[src/mux_bus_port_defs.vh]
/*
  Shared constants for the multiplexed bus / handshake port.
  Assumes inclusion by bare name from the design file.
*/
`ifndef MUX_BUS_PORT_DEFS_VH
`define MUX_BUS_PORT_DEFS_VH
`define ADDR_PORT_DATA 4'h0
`define ADDR_LATCHED_DATA 4'h1
`define ADDR_DIR 4'h2
`define ADDR_CTRL 4'h3
`define ADDR_IRQ_STATUS 4'h4
`define ADDR_IRQ_ENABLE 4'h5
`define ADDR_IRQ_CLEAR 4'h6
`define CTRL_OPEN_DRAIN 0
`define CTRL_HANDSHAKE 1
`define CTRL_OUT_DIR 2
`define CTRL_EDGE_SEL 3
`define CTRL_IRV 4
`define RST_DIR 8'h00
`define RST_CTRL 5'h00
`endif

[src/mux_bus_handshake_port.v]
/*
  Eight-bit port: multiplexed low-address/data bus in expanded mode,
  general-purpose and handshake port in single-chip mode, with register port.
  Assumes all inputs are synchronous to clock; ePhase marks E high time;
  phaseTwoFall is a one-cycle pulse at the falling edge of the phase-two clock.
*/
// How it works
// - Expanded mode drives low address first half, data second half of cycle.
// - Bus output buffer on when tristate control low, pins float when high.
// - Address enable routes address, write-data enable routes write data.
// - Read data captured during E high, passed to CPU under read enable.
// - Low-power signal low disables input buffers; high enables them.
// - Four cycle types; internal read data driven only when visible.
// - Direction register written and read back; reset clears all bits.
// - Open-drain control floats ones, still drives zeros, all bits together.
// - Open-drain permitted only in single-chip mode.
// - Output handshake drives direction-zero bits only while strobe active.
// - Edge-select bit decides which strobe level is active.
// - Data read returns output node if full-output handshake or output, else pin.
// - Writes to data or latched address load the same output latch.
// - Selected strobe edge captures pins into latched register.
// - Strobe edge in wait mode still interrupts; no data captured.
// - Handshake and out-direction both set selects full-output handshake.
// - Register writes take effect at phase-two falling edge, except the flag clear, which acts at once.
// - Synchronized strobe edge sets flag and clears auto-clear arming.
`timescale 1ns/1ns
`include "mux_bus_port_defs.vh"
module mux_bus_handshake_port #(
    parameter WIDTH = 8
) (
    input wire clock,
    input wire srst,
    input wire expandedModeSel,
    input wire ePhase,
    input wire phaseTwoFall,
    input wire busTristateCtl,
    input wire addrOutEn,
    input wire wrDataOutEn,
    input wire rdDataInEn,
    input wire internalReadCycle,
    input wire lowpowerN,
    input wire [WIDTH-1:0] busAddr,
    input wire [WIDTH-1:0] busWrData,
    input wire [WIDTH-1:0] internalRdData,
    input wire strobeAIn,
    input wire [WIDTH-1:0] pinIn,
    input wire [3:0] regAddr,
    input wire [WIDTH-1:0] regWrData,
    input wire regWr,
    input wire regRd,
    output reg [WIDTH-1:0] pinOut,
    output reg [WIDTH-1:0] pinOeN,
    output reg [WIDTH-1:0] cpuRdData,
    output reg [WIDTH-1:0] regRdData,
    output reg strobeAFlag,
    output reg irq
);

////////////////////////////////////////////////////////////////////////////////
// Registers and write staging
reg [WIDTH-1:0] dirReg;
reg [WIDTH-1:0] outLatch;
reg [WIDTH-1:0] latchedDataReg;
reg [WIDTH-1:0] readHold;
reg [4:0] ctrl;
reg irqEnable;
reg autoClearArmed;
reg pendWr;
reg [3:0] pendAddr;
reg [WIDTH-1:0] pendData;
reg strobePrev;
reg edgeSeen;

wire openDrainSel = ctrl[`CTRL_OPEN_DRAIN];
wire handshakeEn = ctrl[`CTRL_HANDSHAKE];
wire outDirSel = ctrl[`CTRL_OUT_DIR];
wire strobeAEdgeSel = ctrl[`CTRL_EDGE_SEL];
wire internalReadVisible = ctrl[`CTRL_IRV];

wire fullOutHs = handshakeEn & outDirSel;
wire strobeActive = strobeAIn == strobeAEdgeSel;
// Edge of the selected polarity: rising when edge-select is one
wire strobeAEdgePulse = strobeActive & (strobePrev != strobeAIn);
wire [WIDTH-1:0] inBuf = lowpowerN ? pinIn : {WIDTH{1'b0}};

////////////////////////////////////////////////////////////////////////////////
// Single-chip pin drive
// Per-bit single-chip drive and port read
wire [WIDTH-1:0] scOut;
wire [WIDTH-1:0] scOeN;
wire [WIDTH-1:0] portRead;
genvar b;
generate
    for (b = 0; b < WIDTH; b = b + 1) begin : g_bit
        // Output handshake overrides a clear direction bit while strobe active
        wire drives = dirReg[b] | (fullOutHs & strobeActive);
        // Open-drain: a one releases the pin instead of pulling up
        wire floatOne = openDrainSel & outLatch[b];
        // Output node read back whenever the port side owns the bit
        wire readsNode = fullOutHs | dirReg[b];
        assign scOut[b] = drives & outLatch[b];
        assign scOeN[b] = drives ? floatOne : 1'b1;
        assign portRead[b] = readsNode ? outLatch[b] : inBuf[b];
    end
endgenerate

////////////////////////////////////////////////////////////////////////////////
// Expanded bus source, one-hot
localparam SRC_NONE = 4'b0001;
localparam SRC_ADDR = 4'b0010;
localparam SRC_WDATA = 4'b0100;
localparam SRC_IREAD = 4'b1000;
reg [3:0] busSrc;
always @* begin
    busSrc = SRC_NONE;
    // Address wins over data if both enables overlap
    if (!busTristateCtl) begin
        if (addrOutEn) begin
            busSrc = SRC_ADDR;
        end else if (wrDataOutEn) begin
            busSrc = SRC_WDATA;
        end else if (internalReadCycle && internalReadVisible) begin
            // Hidden by default so it cannot fight an external device
            busSrc = SRC_IREAD;
        end
    end
end

////////////////////////////////////////////////////////////////////////////////
// Pin drive select
reg [WIDTH-1:0] next_oeN;
reg [WIDTH-1:0] next_out;
always @* begin
    next_oeN = {WIDTH{1'b1}};
    next_out = {WIDTH{1'b0}};
    if (expandedModeSel) begin
        // Wired-OR and handshake are meaningless on the shared bus
        case (busSrc)
            SRC_ADDR: begin
                next_out = busAddr;
                next_oeN = {WIDTH{1'b0}};
            end
            SRC_WDATA: begin
                next_out = busWrData;
                next_oeN = {WIDTH{1'b0}};
            end
            SRC_IREAD: begin
                next_out = internalRdData;
                next_oeN = {WIDTH{1'b0}};
            end
            default: begin
                next_out = {WIDTH{1'b0}};
                next_oeN = {WIDTH{1'b1}};
            end
        endcase
    end else begin
        next_out = scOut;
        next_oeN = scOeN;
    end
end

////////////////////////////////////////////////////////////////////////////////
// Register read mux
reg [WIDTH-1:0] next_rd;
always @* begin
    next_rd = {WIDTH{1'b0}};
    case (regAddr)
        `ADDR_PORT_DATA: begin
            next_rd = portRead;
        end
        `ADDR_LATCHED_DATA: begin
            next_rd = latchedDataReg;
        end
        `ADDR_DIR: begin
            next_rd = dirReg;
        end
        `ADDR_CTRL: begin
            next_rd = {{(WIDTH-5){1'b0}}, ctrl};
        end
        `ADDR_IRQ_STATUS: begin
            next_rd = {{(WIDTH-1){1'b0}}, strobeAFlag};
        end
        `ADDR_IRQ_ENABLE: begin
            next_rd = {{(WIDTH-1){1'b0}}, irqEnable};
        end
        default: begin
            next_rd = {WIDTH{1'b0}};
        end
    endcase
end

////////////////////////////////////////////////////////////////////////////////
// Decoded strobes
wire commitWr = phaseTwoFall & pendWr;
// Write-one-to-clear; a zero written leaves the flag alone
wire clearWr = regWr & (regAddr == `ADDR_IRQ_CLEAR) & regWrData[0];
wire statusRd = regRd & (regAddr == `ADDR_IRQ_STATUS);
wire latchedAccess = (regRd | regWr) & (regAddr == `ADDR_LATCHED_DATA);
wire autoClear = autoClearArmed & latchedAccess;
// Strobe edges are ignored on the shared bus
wire edgeTake = strobeAEdgePulse & ~expandedModeSel;

////////////////////////////////////////////////////////////////////////////////
// Pin outputs
always @(posedge clock) begin
    // Pins float through reset so nothing fights an attached device
    if (srst) begin
        pinOut <= {WIDTH{1'b0}};
        pinOeN <= {WIDTH{1'b1}};
    end else begin
        pinOut <= next_out;
        pinOeN <= next_oeN;
    end
end

////////////////////////////////////////////////////////////////////////////////
// Read data stand one cycle after the read strobe only
always @(posedge clock) begin
    if (srst) begin
        regRdData <= {WIDTH{1'b0}};
    end else begin
        regRdData <= regRd ? next_rd : {WIDTH{1'b0}};
    end
end

////////////////////////////////////////////////////////////////////////////////
// Expanded read path
always @(posedge clock) begin
    if (srst) begin
        readHold <= {WIDTH{1'b0}};
        cpuRdData <= {WIDTH{1'b0}};
    end else begin
        if (ePhase && lowpowerN) begin
            readHold <= pinIn;
        end
        // Held value gives the CPU stable data after E falls
        if (rdDataInEn) begin
            cpuRdData <= readHold;
        end
    end
end

////////////////////////////////////////////////////////////////////////////////
// Write staging; a second write before the phase-two fall replaces the first
always @(posedge clock) begin
    if (srst) begin
        pendWr <= 1'b0;
        pendAddr <= 4'h0;
        pendData <= {WIDTH{1'b0}};
    end else if (regWr) begin
        pendWr <= 1'b1;
        pendAddr <= regAddr;
        pendData <= regWrData;
    end else if (phaseTwoFall) begin
        pendWr <= 1'b0;
    end
end

////////////////////////////////////////////////////////////////////////////////
// Register commit; software needs a phase-two fall between writes
always @(posedge clock) begin
    if (srst) begin
        dirReg <= `RST_DIR;
        ctrl <= `RST_CTRL;
        outLatch <= {WIDTH{1'b0}};
        irqEnable <= 1'b0;
    end else if (commitWr) begin
        case (pendAddr)
            `ADDR_PORT_DATA: begin
                outLatch <= pendData;
            end
            `ADDR_LATCHED_DATA: begin
                outLatch <= pendData;
            end
            `ADDR_DIR: begin
                dirReg <= pendData;
            end
            `ADDR_CTRL: begin
                ctrl <= pendData[4:0];
            end
            `ADDR_IRQ_ENABLE: begin
                irqEnable <= pendData[0];
            end
            default: ;
        endcase
    end
end

////////////////////////////////////////////////////////////////////////////////
// Strobe edge capture
always @(posedge clock) begin
    if (srst) begin
        // Starts low, the idle level of the strobe pin
        strobePrev <= 1'b0;
        latchedDataReg <= {WIDTH{1'b0}};
        edgeSeen <= 1'b0;
    end else begin
        strobePrev <= strobeAIn;
        // Buffers off in low power: the edge still counts, the data does not
        if (edgeTake && lowpowerN) begin
            latchedDataReg <= pinIn;
        end
        if (edgeTake) begin
            edgeSeen <= 1'b1;
        end else if (phaseTwoFall) begin
            edgeSeen <= 1'b0;
        end
    end
end

////////////////////////////////////////////////////////////////////////////////
// Flag and auto-clear arming; a set in the same cycle as a clear wins
always @(posedge clock) begin
    if (srst) begin
        strobeAFlag <= 1'b0;
        autoClearArmed <= 1'b0;
    end else if (edgeSeen && phaseTwoFall) begin
        strobeAFlag <= 1'b1;
        autoClearArmed <= 1'b0;
    end else if (clearWr || autoClear) begin
        strobeAFlag <= 1'b0;
        autoClearArmed <= 1'b0;
    end else if (statusRd && strobeAFlag) begin
        // Arm on a status read that sees the flag set
        autoClearArmed <= 1'b1;
    end
end

////////////////////////////////////////////////////////////////////////////////
// Level interrupt, one cycle behind the flag
always @(posedge clock) begin
    if (srst) begin
        irq <= 1'b0;
    end else begin
        irq <= strobeAFlag & irqEnable;
    end
end

endmodule

[config.mk]
export PLATFORM = sky130hd
export DESIGN_NAME = mux_bus_handshake_port
export DESIGN_NICKNAME = d
export VERILOG_FILES = /design/src/mux_bus_handshake_port.v
export VERILOG_INCLUDE_DIRS = /design/src
export SDC_FILE = /design/constraint.sdc
export NUM_CORES = 1
export LEC_CHECK = 0
export BUFFER_PORTS_ARGS = -buffer_cell sky130_fd_sc_hd__buf_2
export CELL_PAD_IN_SITES_DETAIL_PLACEMENT = 1
export CELL_PAD_IN_SITES_GLOBAL_PLACEMENT = 1
export CORE_ASPECT_RATIO = 0.6
export CORE_MARGIN = 4
export CORE_UTILIZATION = 43
export DETAILED_ROUTE_END_ITERATION = 6
export PLACE_DENSITY = 0.85
export SLEW_MARGIN = 20
export SYNTH_ARGS = -nofsm -noshare
export SYNTH_HDL_FRONTEND = slang
export SYNTH_SLANG_ARGS = --single-unit
[constraint.sdc]
create_clock -name clock -period 2.8 [get_ports clock]
set_input_delay 0.56 -clock clock [delete_from_list [all_inputs] [get_ports clock]]
set_output_delay 0.56 -clock clock [all_outputs]
set_load 0.03 [all_outputs]
### Yosys cells after proc, flatten, opt, wreduce, memory -nomap -nowiden

Index checks and enable logic that the tools add are counted.

* bits in registers: 88
* input bits: 58
* logic and storage cells: 129

* equal/unequal tests: 15
* multiplexer cells: 31
* bitwise operators: 46
* reduce and logical (&&, ||, !) cells: 19

Operators by type and width (count)
* 8-bit one-hot mux with 6 select lines: 1
* 8-bit two-way mux: 4
* 1-bit AND: 27
* 8-bit one-hot mux with 3 select lines: 1
* 1-bit two-way mux: 21
* 4-bit by 2-bit equality test with 1-bit output (second input constant): 5
* 4-bit by 3-bit equality test with 1-bit output (second input constant): 5
* 1-bit bitwise OR: 17
* 4-bit two-way mux: 4
* 4-bit by 1-bit equality test with 1-bit output (second input constant): 2
* 4-bit zero test: 2
* 2-bit AND reduction: 4
* 2-bit nonzero test: 3
* 3-bit OR reduction: 2
* 1-bit logical AND: 5
* 4-bit equality test (second input constant): 1
* 2-bit OR reduction: 2
* 1-bit NOT: 2
* 1-bit equality test: 1
* 1-bit logical OR: 1
* 1-bit != test: 1

### Logic depth before layout (Yosys ltp)

Gate-level depths: netlist of run 1.

* word-level depth: 9
* mapped depth: 7
* depth with buffers taken out: 4

### Worst setup path before layout of run 1

No wires, ideal clock.

* kind: input port to flip-flop
* from: input port busTristateCtl
* to: register pinOut[0]
* arrival time: 1.559 ns
* required time: 2.731 ns
* slack: 1.172 ns
* stages: 6
* path buffers: 3
* cells stage by stage: clkbuf_1 -> a211o_1 -> buf_6 -> or2_0 -> buf_6 -> o21ai_1

* cells in the longest elaborated chain, start to end: 4
* elaborated cells between the ends (all ways): 6
* classes of those cells: eq/ne: 3; mux: 3

RTL lines
* start: declaration: line mux_bus_handshake_port.v:36 `input wire busTristateCtl,`
* 4-bit two-way mux *: line mux_bus_handshake_port.v:117 `if (!busTristateCtl) begin`
* 4-bit equality test, or another cell as far along: line mux_bus_handshake_port.v:138 `case (busSrc)`
* 8-bit one-hot mux with 3 select lines *: line mux_bus_handshake_port.v:138
* 8-bit two-way mux *: line mux_bus_handshake_port.v:136 `if (expandedModeSel) begin`
* end signal: assignment: line mux_bus_handshake_port.v:208 `pinOut <= {WIDTH{1'b0}};`
* end signal: assignment: line mux_bus_handshake_port.v:211 `pinOut <= next_out;`
* end: declaration: line mux_bus_handshake_port.v:51 `output reg [WIDTH-1:0] pinOut,`

Mark *: on every way between the ends. The rest lies on a longest branch, timed or not.
A chain may end at the register's enable or synchronous reset.

### Worst setup path in the final report of run 1

* from: register ctrl[1]
* to: register pinOeN[0]

* cells in the longest elaborated chain, start to end: 5

RTL lines
* start: declaration: line mux_bus_handshake_port.v:65 `reg [4:0] ctrl;`
* start signal: assignment: line mux_bus_handshake_port.v:264 `` ctrl <= `RST_CTRL; ``
* start signal: assignment: line mux_bus_handshake_port.v:279 `ctrl <= pendData[4:0];`
* 1-bit AND: line mux_bus_handshake_port.v:80 `wire fullOutHs = handshakeEn & outDirSel;`
* 1-bit AND: line mux_bus_handshake_port.v:96 `wire drives = dirReg[b] | (fullOutHs & strobeActive);`
* 1-bit bitwise OR: line mux_bus_handshake_port.v:96
* 1-bit two-way mux: line mux_bus_handshake_port.v:102 `assign scOeN[b] = drives ? floatOne : 1'b1;`
* 8-bit two-way mux: line mux_bus_handshake_port.v:136
* end signal: assignment: line mux_bus_handshake_port.v:209 `pinOeN <= {WIDTH{1'b1}};`
* end signal: assignment: line mux_bus_handshake_port.v:212 `pinOeN <= next_oeN;`
* end: declaration: line mux_bus_handshake_port.v:52 `output reg [WIDTH-1:0] pinOeN,`

Every way passes these cells.

==> out/metrics.csv, run 1 <==
stage,metric,value,unit
clocking,"Setup Fix Bufs, Post-CTS",0,
setup_path,"Largest stage delay, worst path",0.70,ns
die,core area,8560,um2
pwr,power share of the sequential group,0.434,
setup_path,crit path capture,pinOeN[0]$_SDFF_PP1_,
global_route,largest net degree at the start of global routing,38,
setup_path,r2r startpoint,ctrl[1]$_SDFFE_PP0P_,
pwr,P_int,2.36,mW
setup_path,crit path launch type,flip-flop,
routing,DR pass1 iterations,5,
yosys,top-count cell post-synth,dfxtp_1,
routing,Vias,3505,
sta,final period utilization,0.749,
die,Die Span Y,80.9,um
flow_run,max-cap violation count,0,
placement,Placer Congestion,0.843,
sta,Final min period,2.10,ns
setup_path,Worst Setup SP,ctrl[1]$_SDFFE_PP0P_,
yosys,number of synthesized flops with an enable pin,0,
routing,drt wl/cell,19.5,um
routing,1st-iter DRT viols,316,
global_route,number of global-route vias before repair,3475,
die,num rows,26,
cells_and_area,n_diodes,0,
sta,RSZ-0062 raised after global routing,false,
die,I/O pin count,92,
cells_and_area,share of cells above drive strength 1,0.246,
setup_path,cells on worst reg2reg path,5,
placement,HPWL Detailed,8.62,mm
yosys,Synth Warn #,0,
cells_and_area,Area growth syn-to-layout,21.9,%
clocking,Sink Count,88,
pwr,Power Dens Cells,648,nW/um2
sta,worst slew pin tran,0.833,ns
cells_and_area,cell area after layout,4640,um2
yosys,"Seq/Total Area, Yosys",0.463,
min_path,Hold Path Class,input pin to flip-flop,
clocking,CTS Hold Buffers Added,0,
placement,Placed Instance Area,4270,um2
pwr,Clock Power Share,0.487,
clocking,CTS HTree Levels,3,
sta,count of pins over their slew limit,0,
clocking,Root Driver,clkbuf_16,
setup_path,R2R Setup Slk,0.70,ns
sta,setup TNS,0,ns
status,status,"finished, final reports clean",
yosys,dominant synthesized flop cell,dfxtp_1,
pwr,combinational power share,0.079,
cells_and_area,Final Util,0.543,
setup_path,endpoint class of the critical path,flip-flop,
global_route,GRT overflow,0,
yosys,post-synth net total,479,
routing,post-DR vias/cell,5.72,
setup_path,"Req. time, crit path",3.03,ns
placement,pre-CTS setup slack,0.768,ns
die,die area,10500,um2
clocking,CTS tree,done,
yosys,synth top area cells,"dfxtp_1 (46%), mux2i_1 (14%), nor2_1 (5.2%)",
setup_path,CP arrival,2.33,ns
cells_and_area,Post-Layout Cell Count,613,
pwr,Sw Share,0.217,
clocking,worst skew pair latency,0.34,ns
yosys,synth cell count leaders,"dfxtp_1 (88), mux2i_1 (54), nor2_1 (53)",
setup_path,cell family with most CP delay,simple AND/OR/NAND/NOR gates,
yosys,Synth top area share,0.463,
sta,clock skew,0.00709,ns
clocking,Clock Path Buffers,2,
setup_path,slowest CP cell,and2_0,
routing,final WL,12.0,mm
sta,relative slew slack,0.445,
setup_path,critical-path maximum fanout,17,
routing,Residual DRC,0,
setup_path,R2R Path End,pinOeN[0]$_SDFF_PP1_,
setup_path,crit path cell chain,"and2_1, buf_4, and2_0, o21ai_0, a21o_2",
pwr,P_sw,652,uW
placement,# port buffers,91,
setup_path,Crit path buffers/inverters,1,
yosys,Synth area leader,dfxtp_1,
yosys,mean post-synth cell area,9.05,um2
cells_and_area,fin nets,554,
yosys,Post-synth ARST share,0,
sta,Final Hold Viols,0,
routing,post-route ant nets,0,
sta,worst setup slack after layout,0.703,ns
pwr,overall power,3.01,mW
yosys,Cells after Synth,421,
global_route,first-pass GRT wire length,18.8,mm
clocking,cts bufs inserted,9,
setup_path,Stages on worst setup path,5,
global_route,initial antenna violation count,0,
sta,Max Fclk,477,MHz
yosys,synthesized cell area,3810,um2
yosys,Synth Register Bits,88,
pwr,Max VDD drop,0.000363,V
pwr,leakage,2.07,nW
global_route,Total Routing Usage GR,0.233,
yosys,Cell variety after synth,42,
setup_path,WS Path Type,flip-flop to flip-flop,
clocking,PostCTS Resize Cnt,0,
clocking,clock slew at reported path FFs,0.06,ns
sta,Setup-failing EPs final,0,
placement,Post-Place Cells,597,
die,Die Wd,130,um
sta,Hold WS,0.460,ns
die,Initial Util,0.445,
-- worst reg2reg max path, cell delays in order, from the launching register on --
cell and delay, ns:
dfxtp_1 0.37, and2_1 0.14, buf_4 0.22, and2_0 0.70, o21ai_0 0.28, a21o_2 0.28
-- layout make-up --
cell class              instances  area (um2)
flip-flops and latches         88        1760
repair buffers                 94         478
clock buffers                  10         239
fillers                      1009        3910
multi-input cells             301        1880
clock inverters                 6         130
inverters                       2        10.0
well taps                     112         140
-- metal layers --
layer  vias up  GRT usage  part of all wire
met5         -          0                 0
met4         0     0.0622             0.010
met3        16     0.0591             0.071
met2       131      0.357              0.45
met1      1712      0.328              0.47
li1       1646          -                 -
-- registers in the layout, summed over array words and instances, names as in the netlist, 4 cells and up --
signal / count
dirReg: 8
regRdData: 8
pinOut: 8
latchedDataReg: 8
pendAddr: 4
ctrl: 5
outLatch: 8
pinOeN: 8
readHold: 8
cpuRdData: 8
pendData: 8
-- power by group through the flow --
stage / sequential [mW] / clock (mW) / combinational (mW)
6_report: 1.31 / 1.47 / 0.238
5_1_grt: 1.31 / 1.54 / 0.259
4_1_cts: 1.31 / 1.49 / 0.237
3_5_place_dp: 1.33 / 0 / 0.233
3_3_place_gp: 1.33 / 0 / 0.223
2_1_floorplan: 1.34 / 0 / 0.135
-- how the worst min path moves through the flow --
stage,end,startpoint,cells past startpoint
2_1_floorplan,irq$_SDFF_PP0_,irqEnable$_SDFFE_PP0P_,2
6_report,pendData[2]$_SDFFE_PP0P_,regWrData[2],3
5_1_grt,pendData[1]$_SDFFE_PP0P_,regWrData[1],3
3_3_place_gp,readHold[2]$_SDFFE_PP0P_,readHold[2]$_SDFFE_PP0P_,2
3_5_place_dp,readHold[3]$_SDFFE_PP0P_,readHold[3]$_SDFFE_PP0P_,2
4_1_cts,pendData[2]$_SDFFE_PP0P_,regWrData[2],3
-- logic make-up after synthesis --
family / Yosys count / share of synthesized area
AOI/OAI and AO/OA: 113 / 0.193
xor gates and xnor gates: 1 / 0.00230
buffers and inverters: 32 / 0.0427
DFF: 88 / 0.463
muxes: 54 / 0.142
and+or+nand+nor: 133 / 0.158
-- placed cells by master, fill, tap and decap left out, drive strengths merged, types with 3 or more instances in the layout --
cell	netlist	layout
a2bb2oi	8	8
nor2	53	53
o21ai	30	30
o21a	8	8
a22o	3	3
bufinv	0	4
nor2b	7	7
buf	15	94
mux2i	54	54
a21o	8	8
nand2	39	39
nor3	8	8
dfxtp	88	88
clkbuf	15	10
o211ai	9	9
a22oi	8	8
a21oi	31	31
nand3	11	11
Note: power is estimated with default switching activity, not from simulation.
==> run 2: changes to the inputs <==
--- a/config.mk
+++ b/config.mk
@@ -11,9 +11,9 @@
 export CELL_PAD_IN_SITES_GLOBAL_PLACEMENT = 1
 export CORE_ASPECT_RATIO = 0.6
 export CORE_MARGIN = 4
-export CORE_UTILIZATION = 43
+export CORE_UTILIZATION = 36
 export DETAILED_ROUTE_END_ITERATION = 6
-export PLACE_DENSITY = 0.85
+export PLACE_DENSITY = 0.76
 export SLEW_MARGIN = 20
 export SYNTH_ARGS = -nofsm -noshare
 export SYNTH_HDL_FRONTEND = slang
==> constraint.sdc (replaced) <==
create_clock -name clock -period 1.9 [get_ports clock]
set_input_delay 0.38 -clock clock [delete_from_list [all_inputs] [get_ports clock]]
set_output_delay 0.38 -clock clock [all_outputs]
set_load 0.03 [all_outputs]
==> run 2 against run 1 <==
Routed wire length down 0.18%. Flip-flop and latch count is the same. Sequential share of layout area shrank 0.15 points. Register-to-register slack lost 0.37 ns. Via count fell by 0.46%. Critical path depth down 1. Sequential power grew 47%. Setup slack worse by 0.37 ns. Non-clock buffer count increased by 8. Hold slack worse by 0.19 ns. Global-route usage fell by 3.5 points. Cell count rose by 5.1%.
==> out/metrics.csv, run 2 (synthesis results as in run 1) <==
stage,metric,value,unit
cells_and_area,Area growth syn-to-layout,22.4,%
clocking,Clock Path Buffers,2,
setup_path,"Req. time, crit path",2.12,ns
sta,Final Hold Viols,0,
clocking,Root Driver,clkbuf_16,
sta,final period utilization,0.826,
global_route,largest net degree at the start of global routing,39,
clocking,"Setup Fix Bufs, Post-CTS",0,
flow_run,max-cap violation count,0,
clocking,CTS tree,done,
setup_path,slowest CP cell,or3_1,
pwr,overall power,4.07,mW
setup_path,CP arrival,1.79,ns
clocking,cts bufs inserted,9,
die,die area,12300,um2
routing,drt wl/cell,18.5,um
pwr,Max VDD drop,0.000473,V
placement,# port buffers,91,
setup_path,R2R Setup Slk,0.33,ns
global_route,Total Routing Usage GR,0.198,
routing,DR pass1 iterations,4,
sta,relative slew slack,0.589,
cells_and_area,"commonest non-fill, non-tap cell in the layout",buf_2,
cells_and_area,register area,1760,um2
cells_and_area,fin nets,562,
setup_path,"Largest stage delay, worst path",0.56,ns
sta,setup TNS,0,ns
clocking,clock slew at reported path FFs,0.06,ns
clocking,CTS Hold Buffers Added,0,
pwr,Power Dens Cells,872,nW/um2
sta,Final min period,1.57,ns
die,Die Wd,141,um
routing,post-DR vias/cell,5.42,
die,I/O pin count,92,
global_route,number of global-route vias before repair,3562,
routing,final WL,11.9,mm
cells_and_area,"commonest cells after routing, fill and taps aside","buf_2 (91), dfxtp_1 (88), mux2i_1 (54), nor2_1 (53), nand2_1 (39)",
setup_path,crit path launch type,flip-flop,
cells_and_area,# fillers,1217,
setup_path,WS Path Type,flip-flop to flip-flop,
sta,Max Fclk,638,MHz
sta,worst slew pin tran,0.615,ns
sta,RSZ-0062 raised after global routing,false,
global_route,first-pass GRT wire length,19.0,mm
clocking,PostCTS Resize Cnt,0,
die,Die Span Y,87.7,um
cells_and_area,n_diodes,0,
cells_and_area,share of cells above drive strength 1,0.255,
routing,Vias,3489,
routing,Residual DRC,0,
pwr,leakage,2.07,nW
clocking,worst skew pair latency,0.35,ns
routing,post-route ant nets,0,
cells_and_area,area of the multi-input gates,1880,um2
setup_path,critical-path maximum fanout,8,
placement,HPWL Detailed,8.91,mm
clocking,Sink Count,88,
sta,clock skew,0.00772,ns
setup_path,crit path cell chain,"nand2b_1, or3_1, mux2i_1, nor2_1",
clocking,CTS HTree Levels,3,
status,status,"finished, final reports clean",
setup_path,Crit path buffers/inverters,0,
die,num rows,28,
setup_path,endpoint class of the critical path,flip-flop,
global_route,initial antenna violation count,0,
sta,count of pins over their slew limit,0,
setup_path,cell family with most CP delay,simple AND/OR/NAND/NOR gates,
min_path,Hold Path Class,input pin to flip-flop,
routing,1st-iter DRT viols,173,
die,core area,10100,um2
global_route,GRT overflow,0,
placement,Placer Congestion,0.820,
sta,Setup-failing EPs final,0,
die,Initial Util,0.377,
run 2: layout make-up:
type | count | share of cell area
sequential | 88 | 0.378
clock inverter | 5 | 0.0121
multi-input combinational | 301 | 0.404
timing repair buffer | 102 | 0.115
inverter | 2 | 0.00215
tap | 135 | 0.0362
clock buffer | 11 | 0.0521
run 2: per-stage QoR:
step                cell area [um2]  hold WS (ns)  cells   util  worst slack (ns)
detailed placement             4360         0.447    628  0.432             0.243
floorplan                      3810         0.432    421      -             0.452
CTS                            4660         0.269    644  0.462             0.333
finish                         4660         0.273    644  0.462             0.331
global placement               4360         0.446    628  0.432             0.274
global route                   4660         0.271    644  0.462             0.231
run 2: power breakdown:
group	switching, mW	internal [mW]
logic	0.212	0.144
registers	0.0364	1.89
clock network	0.733	1.05
run 2: path summary, 6_finish.rpt:
path / start / end / cells after the start
max: pendAddr[2]$_SDFFE_PP0P_ / dirReg[7]$_SDFFE_PP0P_ / 4
min reg2reg: readHold[1]$_SDFFE_PP0P_ / readHold[1]$_SDFFE_PP0P_ / 2
min: regWrData[7] / pendData[7]$_SDFFE_PP0P_ / 3
max reg2reg: pendAddr[2]$_SDFFE_PP0P_ / dirReg[7]$_SDFFE_PP0P_ / 4
run 2: metal layers:
metal	GRT usage	wire length, um
met5	0	0
met4	0.0572	128
met3	0.0551	863
met2	0.308	5400
met1	0.272	5560
run 2: tightest hold or removal path: cells and delay by family:
family	cells	cell delay (ns)
buf+inv	1	0.07
simple gates	1	0.07
mux	1	0.05
